--- config.mk ---
export PLATFORM = sky130hd
export DESIGN_NAME = aso_top
export DESIGN_NICKNAME = d
export VERILOG_FILES = /design/src/hw/aso_pkg.sv /design/src/hw/aso_alu_if.sv /design/src/hw/aso_alu.sv /design/src/hw/aso_top.sv
export SDC_FILE = /design/constraint.sdc
export NUM_CORES = 2
export LEC_CHECK = 0
export ABC_AREA = 1
export BUFFER_PORTS_ARGS = -buffer_cell sky130_fd_sc_hd__buf_2
export CORE_UTILIZATION = 42
export CTS_CLUSTER_DIAMETER = 30
export DETAILED_ROUTE_END_ITERATION = 8
export PLACE_DENSITY = 0.67
export SKIP_CTS_REPAIR_TIMING = 1
export SYNTH_ARGS = -nofsm -noshare
export SYNTH_HDL_FRONTEND = slang
export SYNTH_SLANG_ARGS = --single-unit
--- constraint.sdc ---
create_clock -name pclk -period 3.84 [get_ports pclk]
set_clock_uncertainty 0.15 [all_clocks]
set_input_delay 0.576 -clock pclk [delete_from_list [all_inputs] [get_ports pclk]]
set_output_delay 0.576 -clock pclk [all_outputs]
set_load 0.005 [all_outputs]
--- src/hw/aso_pkg.sv ---
package aso_pkg;

	// ==========================================================
	// register map (byte addresses on the bus)
	localparam logic [11:0] OFS_CMD = 12'h000;
	localparam logic [11:0] OFS_ACC = 12'h004;
	localparam logic [11:0] OFS_STATUS = 12'h008;
	localparam logic [11:0] OFS_PTR0 = 12'h00c;
	localparam logic [11:0] OFS_PTR1 = 12'h010;
	localparam logic [11:0] OFS_LAST = 12'h014;
	localparam logic [2:0] FR_PAGE = 3'h1;
	localparam int FR_PAGE_LSB = 9;
	localparam int FR_IDX_LSB = 2;

	// ==========================================================
	// command word fields
	localparam int CMD_OP_LSB = 0;
	localparam int CMD_DEST_BIT = 4;
	localparam int CMD_PTR_BIT = 5;
	localparam int CMD_ADDR_LSB = 8;
	localparam int CMD_LIT_LSB = 16;

	// ==========================================================
	// status word fields
	localparam int ST_C_BIT = 0;
	localparam int ST_NR_BIT = 1;
	localparam int ST_Z_BIT = 2;

	// ==========================================================
	// reset values
	localparam logic [7:0] ACC_RST = 8'h00;
	localparam logic [15:0] PTR_RST = 16'h0000;
	localparam logic [7:0] FR_RST = 8'h00;
	localparam logic [31:0] RDATA_RST = 32'h0000_0000;

	// ==========================================================
	// operations
	typedef enum logic [3:0] {
		OP_NOP = 4'h0,
		OP_POINTER_ADD_IMM = 4'h1,
		OP_AND_IMMEDIATE = 4'h2,
		OP_ADD_IMMEDIATE = 4'h3,
		OP_AND_FILE_REG = 4'h4,
		OP_ADD_FILE_REG = 4'h5,
		OP_ARITH_SHIFT_RIGHT = 4'h6,
		OP_ADD_FILE_WITH_RIPPLE = 4'h7
	} aso_op_t;

	typedef enum logic [2:0] {
		REG_NONE = 3'h0,
		REG_CMD = 3'h1,
		REG_ACC = 3'h2,
		REG_STATUS = 3'h3,
		REG_PTR0 = 3'h4,
		REG_PTR1 = 3'h5,
		REG_LAST = 3'h6,
		REG_FILE = 3'h7
	} aso_reg_t;

	typedef enum logic [0:0] {
		ST_IDLE = 1'b0,
		ST_ANSWER = 1'b1
	} aso_state_t;

endpackage

--- src/hw/aso_alu_if.sv ---
`timescale 1ns/10ps
interface aso_alu_if;
	import aso_pkg::*;
	aso_op_t op;
	logic [7:0] a;
	logic [7:0] b;
	logic cin;
	logic [7:0] res;
	logic c_out;
	logic nr_out;
	logic z_out;
	modport calc(input op, input a, input b, input cin,
		output res, output c_out, output nr_out, output z_out);
	modport user(output op, output a, output b, output cin,
		input res, input c_out, input nr_out, input z_out);
endinterface

--- src/hw/aso_alu.sv ---
`timescale 1ns/10ps
module aso_alu
	import aso_pkg::*;
(
	aso_alu_if.calc alu
);

	// ==========================================================
	// byte arithmetic and logic
	always_comb begin
		logic cin_eff;
		logic [8:0] sum;
		logic [4:0] low;
		cin_eff = 1'b0;
		sum = 9'h000;
		low = 5'h00;
		if (alu.op == OP_ADD_FILE_WITH_RIPPLE) begin
			cin_eff = alu.cin; // carry joins the sum
		end
		sum = {1'b0, alu.a} + {1'b0, alu.b} + {8'h00, cin_eff};
		low = {1'b0, alu.a[3:0]} + {1'b0, alu.b[3:0]} + {4'h0, cin_eff};
		alu.res = 8'h00;
		alu.c_out = 1'b0;
		alu.nr_out = 1'b0;
		case (alu.op)
			OP_AND_IMMEDIATE, OP_AND_FILE_REG: begin
				alu.res = alu.a & alu.b;
			end
			OP_ADD_IMMEDIATE, OP_ADD_FILE_REG,
			OP_ADD_FILE_WITH_RIPPLE: begin
				alu.res = sum[7:0];
				alu.c_out = sum[8]; // carry out of bit 7
				alu.nr_out = low[4]; // carry out of bit 3
			end
			OP_ARITH_SHIFT_RIGHT: begin
				alu.res = {alu.b[7], alu.b[7:1]};
				alu.c_out = alu.b[0];
			end
			default: begin
				alu.res = 8'h00;
			end
		endcase
		alu.z_out = (alu.res == 8'h00);
	end

endmodule

--- src/hw/aso_top.sv ---
// The APB interface to the registers and the address map were chosen for this implementation.
`timescale 1ns/10ps
module aso_top
	import aso_pkg::*;
(
	input wire logic pclk,
	input wire logic presetn,
	input wire logic psel,
	input wire logic penable,
	input wire logic pwrite,
	input wire logic [11:0] paddr,
	input wire logic [31:0] pwdata,
	input wire logic [3:0] pstrb,
	output logic [31:0] prdata,
	output logic pready,
	output logic pslverr
);

	// ==========================================================
	// state
	typedef struct packed {
		aso_state_t st;
		logic [7:0] acc;
		logic c;
		logic nr;
		logic z;
		logic [1:0][15:0] ptr;
		logic [127:0][7:0] fr;
		logic [7:0] last;
		logic [31:0] prdata;
		logic pready;
		logic pslverr;
	} aso_regs_t;

	aso_regs_t s_reg;
	aso_regs_t s_next;

	aso_alu_if alu_bus();

	// ==========================================================
	// address decode, shared by read and write paths
	function automatic aso_reg_t aso_decode(input logic [11:0] a);
		aso_reg_t r;
		r = REG_NONE;
		if (a[11:FR_PAGE_LSB] == FR_PAGE) begin
			r = REG_FILE;
		end else begin
			case ({a[11:2], 2'b00})
				OFS_CMD: r = REG_CMD;
				OFS_ACC: r = REG_ACC;
				OFS_STATUS: r = REG_STATUS;
				OFS_PTR0: r = REG_PTR0;
				OFS_PTR1: r = REG_PTR1;
				OFS_LAST: r = REG_LAST;
				default: r = REG_NONE;
			endcase
		end
		return r;
	endfunction

	// which status flags an operation may change: {z, nr, c}
	function automatic logic [2:0] aso_flag_mask(input aso_op_t op);
		logic [2:0] m;
		m = 3'b000;
		case (op)
			OP_AND_IMMEDIATE, OP_AND_FILE_REG: m = 3'b100;
			OP_ADD_IMMEDIATE, OP_ADD_FILE_REG,
			OP_ADD_FILE_WITH_RIPPLE: m = 3'b111;
			OP_ARITH_SHIFT_RIGHT: m = 3'b101;
			default: m = 3'b000; // pointer add keeps flags
		endcase
		return m;
	endfunction

	// ==========================================================
	// command word fields
	aso_op_t cmd_op;
	logic cmd_dest;
	logic cmd_ptr;
	logic [6:0] cmd_addr;
	logic [7:0] cmd_lit;
	logic [7:0] file_val;
	logic lit_op;

	assign cmd_op = aso_op_t'(pwdata[CMD_OP_LSB +: 4]);
	assign cmd_dest = pwdata[CMD_DEST_BIT];
	assign cmd_ptr = pwdata[CMD_PTR_BIT];
	assign cmd_addr = pwdata[CMD_ADDR_LSB +: 7];
	assign cmd_lit = pwdata[CMD_LIT_LSB +: 8];
	assign file_val = s_reg.fr[cmd_addr];
	assign lit_op = (cmd_op == OP_AND_IMMEDIATE) ||
		(cmd_op == OP_ADD_IMMEDIATE);

	// operands to the byte unit
	assign alu_bus.op = cmd_op;
	assign alu_bus.a = s_reg.acc;
	assign alu_bus.b = lit_op ? cmd_lit : file_val;
	assign alu_bus.cin = s_reg.c;

	aso_alu u_alu (
		.alu(alu_bus.calc)
	);

	// ==========================================================
	// next state
	always_comb begin
		aso_reg_t sel;
		logic commit;
		logic [2:0] fm;
		logic [15:0] ptr_sum;
		logic [15:0] lit_ext;
		logic [31:0] rd;
		logic ptr_i;
		sel = aso_decode(paddr);
		commit = psel && penable && s_reg.pready;
		fm = aso_flag_mask(cmd_op);
		lit_ext = {{10{cmd_lit[5]}}, cmd_lit[5:0]}; // sign extend
		ptr_i = cmd_ptr;
		ptr_sum = s_reg.ptr[ptr_i] + lit_ext; // drops bit 16
		rd = RDATA_RST;
		s_next = s_reg;

		// read data for the answer cycle
		case (sel)
			REG_CMD: rd = RDATA_RST;
			REG_ACC: rd = {24'h000000, s_reg.acc};
			REG_STATUS: rd = {29'h00000000, s_reg.z, s_reg.nr, s_reg.c};
			REG_PTR0: rd = {16'h0000, s_reg.ptr[0]};
			REG_PTR1: rd = {16'h0000, s_reg.ptr[1]};
			REG_LAST: rd = {24'h000000, s_reg.last};
			REG_FILE: rd = {24'h000000, s_reg.fr[paddr[8:FR_IDX_LSB]]};
			default: rd = RDATA_RST;
		endcase

		// bus handshake, one wait cycle in the access phase
		case (s_reg.st)
			ST_IDLE: begin
				s_next.pready = 1'b0;
				if (psel && penable) begin
					s_next.st = ST_ANSWER;
					s_next.pready = 1'b1;
					s_next.pslverr = (sel == REG_NONE);
					s_next.prdata = pwrite ? RDATA_RST : rd;
				end
			end
			ST_ANSWER: begin
				s_next.st = ST_IDLE;
				s_next.pready = 1'b0;
				s_next.pslverr = 1'b0;
				s_next.prdata = RDATA_RST;
			end
			default: begin
				s_next.st = ST_IDLE;
				s_next.pready = 1'b0;
			end
		endcase

		// write effects at the completing edge
		if (commit && pwrite) begin
			case (sel)
				REG_ACC: begin
					if (pstrb[0]) s_next.acc = pwdata[7:0];
				end
				REG_STATUS: begin
					if (pstrb[0]) begin
						s_next.c = pwdata[ST_C_BIT];
						s_next.nr = pwdata[ST_NR_BIT];
						s_next.z = pwdata[ST_Z_BIT];
					end
				end
				REG_PTR0, REG_PTR1: begin
					ptr_i = (sel == REG_PTR1);
					if (pstrb[0]) s_next.ptr[ptr_i][7:0] = pwdata[7:0];
					if (pstrb[1]) s_next.ptr[ptr_i][15:8] = pwdata[15:8];
				end
				REG_FILE: begin
					if (pstrb[0]) begin
						s_next.fr[paddr[8:FR_IDX_LSB]] = pwdata[7:0];
					end
				end
				REG_CMD: begin
					if (cmd_op == OP_POINTER_ADD_IMM) begin
						s_next.ptr[cmd_ptr] = ptr_sum;
					end else if (cmd_op != OP_NOP &&
						cmd_op <= OP_ADD_FILE_WITH_RIPPLE) begin
						s_next.last = alu_bus.res;
						if (lit_op || !cmd_dest) begin
							s_next.acc = alu_bus.res;
						end else begin
							s_next.fr[cmd_addr] = alu_bus.res;
						end
						if (fm[0]) s_next.c = alu_bus.c_out;
						if (fm[1]) s_next.nr = alu_bus.nr_out;
						if (fm[2]) s_next.z = alu_bus.z_out;
					end
				end
				default: begin
					s_next.last = s_reg.last;
				end
			endcase
		end
	end

	// ==========================================================
	// state register
	always_ff @(posedge pclk or negedge presetn) begin
		if (!presetn) begin
			s_reg.st <= ST_IDLE;
			s_reg.acc <= ACC_RST;
			s_reg.c <= 1'b0;
			s_reg.nr <= 1'b0;
			s_reg.z <= 1'b0;
			s_reg.ptr <= {2{PTR_RST}};
			s_reg.fr <= {128{FR_RST}};
			s_reg.last <= ACC_RST;
			s_reg.prdata <= RDATA_RST;
			s_reg.pready <= 1'b0;
			s_reg.pslverr <= 1'b0;
		end else begin
			s_reg <= s_next;
		end
	end

	// bus outputs straight from flip-flops
	assign prdata = s_reg.prdata;
	assign pready = s_reg.pready;
	assign pslverr = s_reg.pslverr;

endmodule
Word-level counts from Yosys, hierarchy flattened

Cells that the tools add are included.

Flip-flop bits (word level): 1,110
Output and inout port bits: 34
Logic and storage cells: 273

$add $sub $neg: 5
$lt $le $gt $ge: 9
Equal/unequal tests: 32
Mux-type cells: 56
Bitwise gates (word level): 3
Reductions and logical operators: 29

Operators with widths:

| cell                  | number |
|---|---|
| $mux W1032            | 2 |
| $bwmux W1024          | 2 |
| $mux W1024            | 2 |
| $pmux W1024 S2        | 1 |
| $mux W32              | 6 |
| $bmux W8 S7           | 2 |
| $demux W8 S7          | 2 |
| $bwmux W32            | 3 |
| $pmux W16 S6          | 1 |
| $pmux W34 S2          | 1 |
| $mux W16              | 4 |
| $mux W8               | 8 |
| $pmux W32 S2          | 1 |
| $demux W16 S1         | 3 |
| $mux W34              | 1 |
| $reduce_and A6 Y1     | 5 |
| $ne A2 B2 Y1 const B  | 12 |
| $pmux W8 S3           | 1 |
| $mux W11              | 2 |
| $eq A10 B2 Y1 const B | 2 |
| $eq A10 B3 Y1 const B | 2 |
| $pmux W3 S6           | 1 |
| $add A16 B16 Y16      | 1 |
| $eq A4 B3 Y1 const B  | 4 |
| 35 further kinds      | 65 |

Longest topological paths before layout

Depth in word-level cells: 15
Gate-level depth with buffers: 33
Gate-level depth less buffers: 31

Cells and area by module

Synthesis repeated with hierarchy kept, for this count alone.

Cells, all modules: 11,064
Area total of the unflattened synthesis: 73,367.9 µm²

By module, submodules not included:

| module  | times used | cells each | area each (µm²) | sequential area each (µm²) |
|---|---|---|---|---|
| aso_top | 1          | 10,929     | 72,620.9        | 27,351.2 |
| aso_alu | 1          | 135        | 747.0           | 0.0 |

Worst setup path after synthesis

Ideal clock, no wire load.

Path type: input port to flip-flop
Start: input pwdata[9]
End: register s_reg[200] (netlist name)
Setup time: 0.082 ns
Arrival time: 4.364 ns
Data required time: 3.608 ns
Path slack: -0.756 ns
Stages on the path: 30
Path through: buf_4 > buf_4 > nand2_1 > buf_2 > nor2_1 > buf_2 > buf_2 > nand2_1 > o2111ai_1 > o21ai_0 > nand2_1 > nor2_1 > nand2_1 > nor2_1 > a21boi_0 > fa_1 > fa_1 > a31oi_1 > o21ai_0 > nand2_1 > nand2_1 > nand2_1 > nand2_1 > o22ai_1 > inv_1 > nand2_1 > buf_2 > buf_2 > nand2_1 > a31oi_1

Word-level cells in the longest chain between the ends: 11

RTL lines:

| element                       | RTL line       | text |
|---|---|---|
| from (decl)                   | aso_top.sv:12  | `input wire logic [31:0] pwdata,` |
| $bmux W8 S7                   | aso_top.sv:90  | `assign file_val = s_reg.fr[cmd_addr];` |
| $mux W8 (not written as such) | aso_top.sv:90  |  |
| $mux W8                       | aso_top.sv:97  | `assign alu_bus.b = lit_op ? cmd_lit : file_val;` |
| $add A8 B8 Y9                 | aso_alu.sv:20  | `sum = {1'b0, alu.a} + {1'b0, alu.b} + {8'h00, cin_eff};` |
| $add A9 B1 Y9                 | aso_alu.sv:20  |  |
| $pmux W8 S3                   | aso_alu.sv:25  | `case (alu.op)` |
| $bwmux W1024 (*)              | aso_top.sv:190 | `s_next.fr[cmd_addr] = alu_bus.res;` |
| $mux W1024 (*)                | aso_top.sv:187 | `if (lit_op \|\| !cmd_dest) begin` |
| $mux W1032 (*)                | aso_top.sv:184 | `end else if (cmd_op != OP_NOP &&` |
| $mux W1032 (*)                | aso_top.sv:182 | `if (cmd_op == OP_POINTER_ADD_IMM) begin` |
| $pmux W1024 S2 (*)            | aso_top.sv:160 | `case (sel)` |
| to (signal assigned)          | aso_top.sv:220 | `s_reg <= s_next;` |
| to (decl)                     | aso_top.sv:35  | `aso_regs_t s_reg;` |

Every way passes the cells marked *; elsewhere a longest branch is shown, timed or not. The select of a mux whose other input is x is not followed.
A chain may end at the register's enable or synchronous reset.

Worst setup path in the final report

Start: input pwdata[10]
End: register s_reg[105] (netlist name)

The elaborated chain is that of the path after synthesis.

==> out/results.ini <==
[status]
status = finished, violations left
violations = design-rule violations, negative setup slack

[power_and_ir_drop]
swShare_pct = 25.8
p_sw_mw = 11.1
p_comb_share_pct = 10.2
ir_drop_v = 0.000491
p_clk_share_pct = 62.7
powerDensity_nw_per_um2 = 439
leakage_nw = 43.6
p_int_mw = 31.9
seqPwrFrac_pct = 27.0

[drt]
post_drt_wl_per_cell_um = 26.3
first_pass_iters = 9
vias_per_cell = 6.24
vias = 85900
drc = 17
wirelength_um = 362000
drt_iter0_markers = 14100
ant_nets = 0

[grt]
overflow = 0
grt_pass1_wl_um = 513000
antenna_found_initial = 9
grt_pass1_vias = 80300
grt_use_total_pct = 40.1
grt_max_degree = 101

[sta]
fin_tns_setup_ns = -92.64
final_max_slew_viol_count = 0
finalCritPeriodShare_pct = 110
setup_viol = 615
rsz0062_at_grt = yes
max-slew-margin-rel_pct = 8.46
max_clock_freq_mhz = 237
worst_pin_slew_ns = 1.37
finalCriticalPeriod_ns = 4.21
setup_ws_ns = -0.375
finalHoldViolCount = 0

[critical_path]
path_buf_inv = 12
crit_top_cell = buf_4
crit_required_ns = 4.45
startpoint_type = input pin
crit_fanout = 5
cpLargestDelayFamily = buffers and inverters
cp-end-kind = register
crit_slowest_cell = nor2_4
crit_arrival_ns = 4.82
slowest_delay_ns = 0.37
critPathKind = input pin to register

[final_layout]
nNetsFinal = 11400
largest_reg_flops = 1066
fin_area_um2 = 97900
final_cell_mix = nand2_1 (2,665), nor2_1 (1,531), buf_4 (1,373), dfrtp_1 (1,088), a31oi_1 (1,031)
instances_no_fill = 13800
area_delta_synth_final_pct = 38.4
layout-drive-gt1-share_pct = 24.4
layout_commonest_cell = nand2_1

[floorplanning]
fp.dieH_um = 412
core_um2 = 167000
dieArea_um2 = 170000
initial_core_util_pct = 42.3
num_rows = 150
ios = 87
die_w_um = 412

[place]
hpwlAfterDp_um = 239000
place_congestion = 1.08
dp.cells = 13100
placed_area_um2 = 84400
port_buffers = 58

[synth]
syn_area_um2 = 70700
synth_top_area_share_pct = 38.7
synth_edf_count = 0
async_flop_share_pct = 100
syn_area_per_cell_um2 = 6.99
synth.area.top_cells = dfrtp_1 (39%), nand2_1 (15%), a31oi_1 (9.3%)
seq_area_frac_synth_pct = 38.7
synth_area_leader_cell = dfrtp_1
synth-seq-cells = 1093
yosysWarnings = 0
synth.distinct_cells = 61
synth-main-ff-cell = dfrtp_1
synthCells = 10100

[clock_tree]
clock_path_buffers = 4
h-tree-depth = 5
clk_pin_slew_ns = 0.04
cts_tree = built
cts_buffers = 321
cts_root_buffer = clkbuf_16
clk_latency_ns = 0.99
clock-sinks = 1093

[job]
maxCapViolCount = 0

[min_path]
hp-class = input pin to register

==> stage by stage <==
| stage | setup WS (ns) | power [mW] | hold WS [ns] | util [%] |
|---|---|---|---|---|
| floorplan | -0.377 | 13.5 | 0.130 | - |
| global placement | -1.53 | 15.6 | 0.308 | 50.5 |
| detailed placement | -1.56 | 15.6 | 0.311 | 50.5 |
| CTS | -0.663 | 42.4 | -0.412 | 57.0 |
| global route | -0.411 | 43.7 | 0.0497 | 58.5 |
| finish | -0.375 | 42.9 | 0.0365 | 58.5 |
==> cell families after synthesis <==
family,count (synthesis),share of synthesized area [%]
AND/OR/NAND/NOR,5046,29.2
other,1,0.00530
flip-flops,1093,38.7
multiplexers,3,0.0460
buffers and inverters,1490,9.09
adder cells (fa/ha/maj),26,0.492
XOR/XNOR,14,0.173
AO/OA/AOI/OAI,2445,22.3
==> metal layers <==
| layer | GRT usage, % | up-vias | share of wire [%] | wire [um] |
|---|---|---|---|---|
| li1 | - | 36800 | - | - |
| met1 | 51.6 | 40500 | 37 | 134000 |
| met2 | 56.7 | 6890 | 40 | 144000 |
| met3 | 14.6 | 1724 | 15 | 55900 |
| met4 | 24.8 | 12 | 7.6 | 27600 |
| met5 | 0.339 | - | 0.087 | 315 |
==> worst paths after layout <==
check	startpoint	end	slack [ns]	cells past startpoint
worst max-delay path	pwdata[10]	s_reg[105]	-0.37	30
worst min-delay path	pwdata[3]	s_reg[245]	0.04	4
worst max register to register	s_reg[600]	s_reg[105]	-0.35	21
worst min register to register	prdata[5]	prdata[5]	0.32	2
max in group asynchronous	presetn	s_reg[354]	2.06	3
min in group asynchronous	presetn	s_reg[774]	0.21	2
==> power groups by stage <==
stage                     sequential (mW)  combinational (mW)  clock [mW]
after floorplan                      11.8                1.70           0
after global placement               11.8                3.81           0
after detailed placement             11.8                3.83           0
after CTS                            11.6                3.85        26.9
after global routing                 11.6                4.46        27.7
final                                11.6                4.39        26.9
==> worst register-to-register path, stage by stage, from the launching register on <==
cell       delay [ns]
dfrtp_1          0.43
nand2_1          0.17
o21ai_1          0.14
nand3b_1         0.28
nand2_1          0.13
nand2_1          0.07
a21oi_2          0.17
nand4_1          0.28
and2_4           0.28
ha_4             0.23
nand2_4          0.07
inv_1            0.04
a221oi_2         0.30
o41ai_4          0.14
or2_4            0.26
nand3_4          0.07
nand3_4          0.12
buf_12           0.18
clkbuf_16        0.19
buf_6            0.13
nand2_1          0.08
a31oi_1          0.10
==> Yosys cell counts, drive strengths merged, types with 18 or more instances <==
library cell and instances:
a211oi 33, a21oi 339, a221oi 19, a22o 18, a22oi 21, a31oi 1049
buf 484, clkbuf 378, dfrtp 1093, ha 23, inv 624, nand2 2804
nand3 340, nand4 28, nor2 1722, nor3 107, o2111ai 29, o211ai 207
o21ai 354, o221ai 222, o22ai 126, or2 31
==> cell type report <==
type | count | area [um2]
antenna | 9 | 22.5
fill | 14700 | 69300
multi-input combinational | 7552 | 38400
clock buffer | 425 | 9070
tap | 2204 | 2760
timing repair buffer | 1714 | 16000
clock inverter | 137 | 1780
inverter | 628 | 2460
sequential | 1093 | 27400
Power figures use the tool's default switching activity.
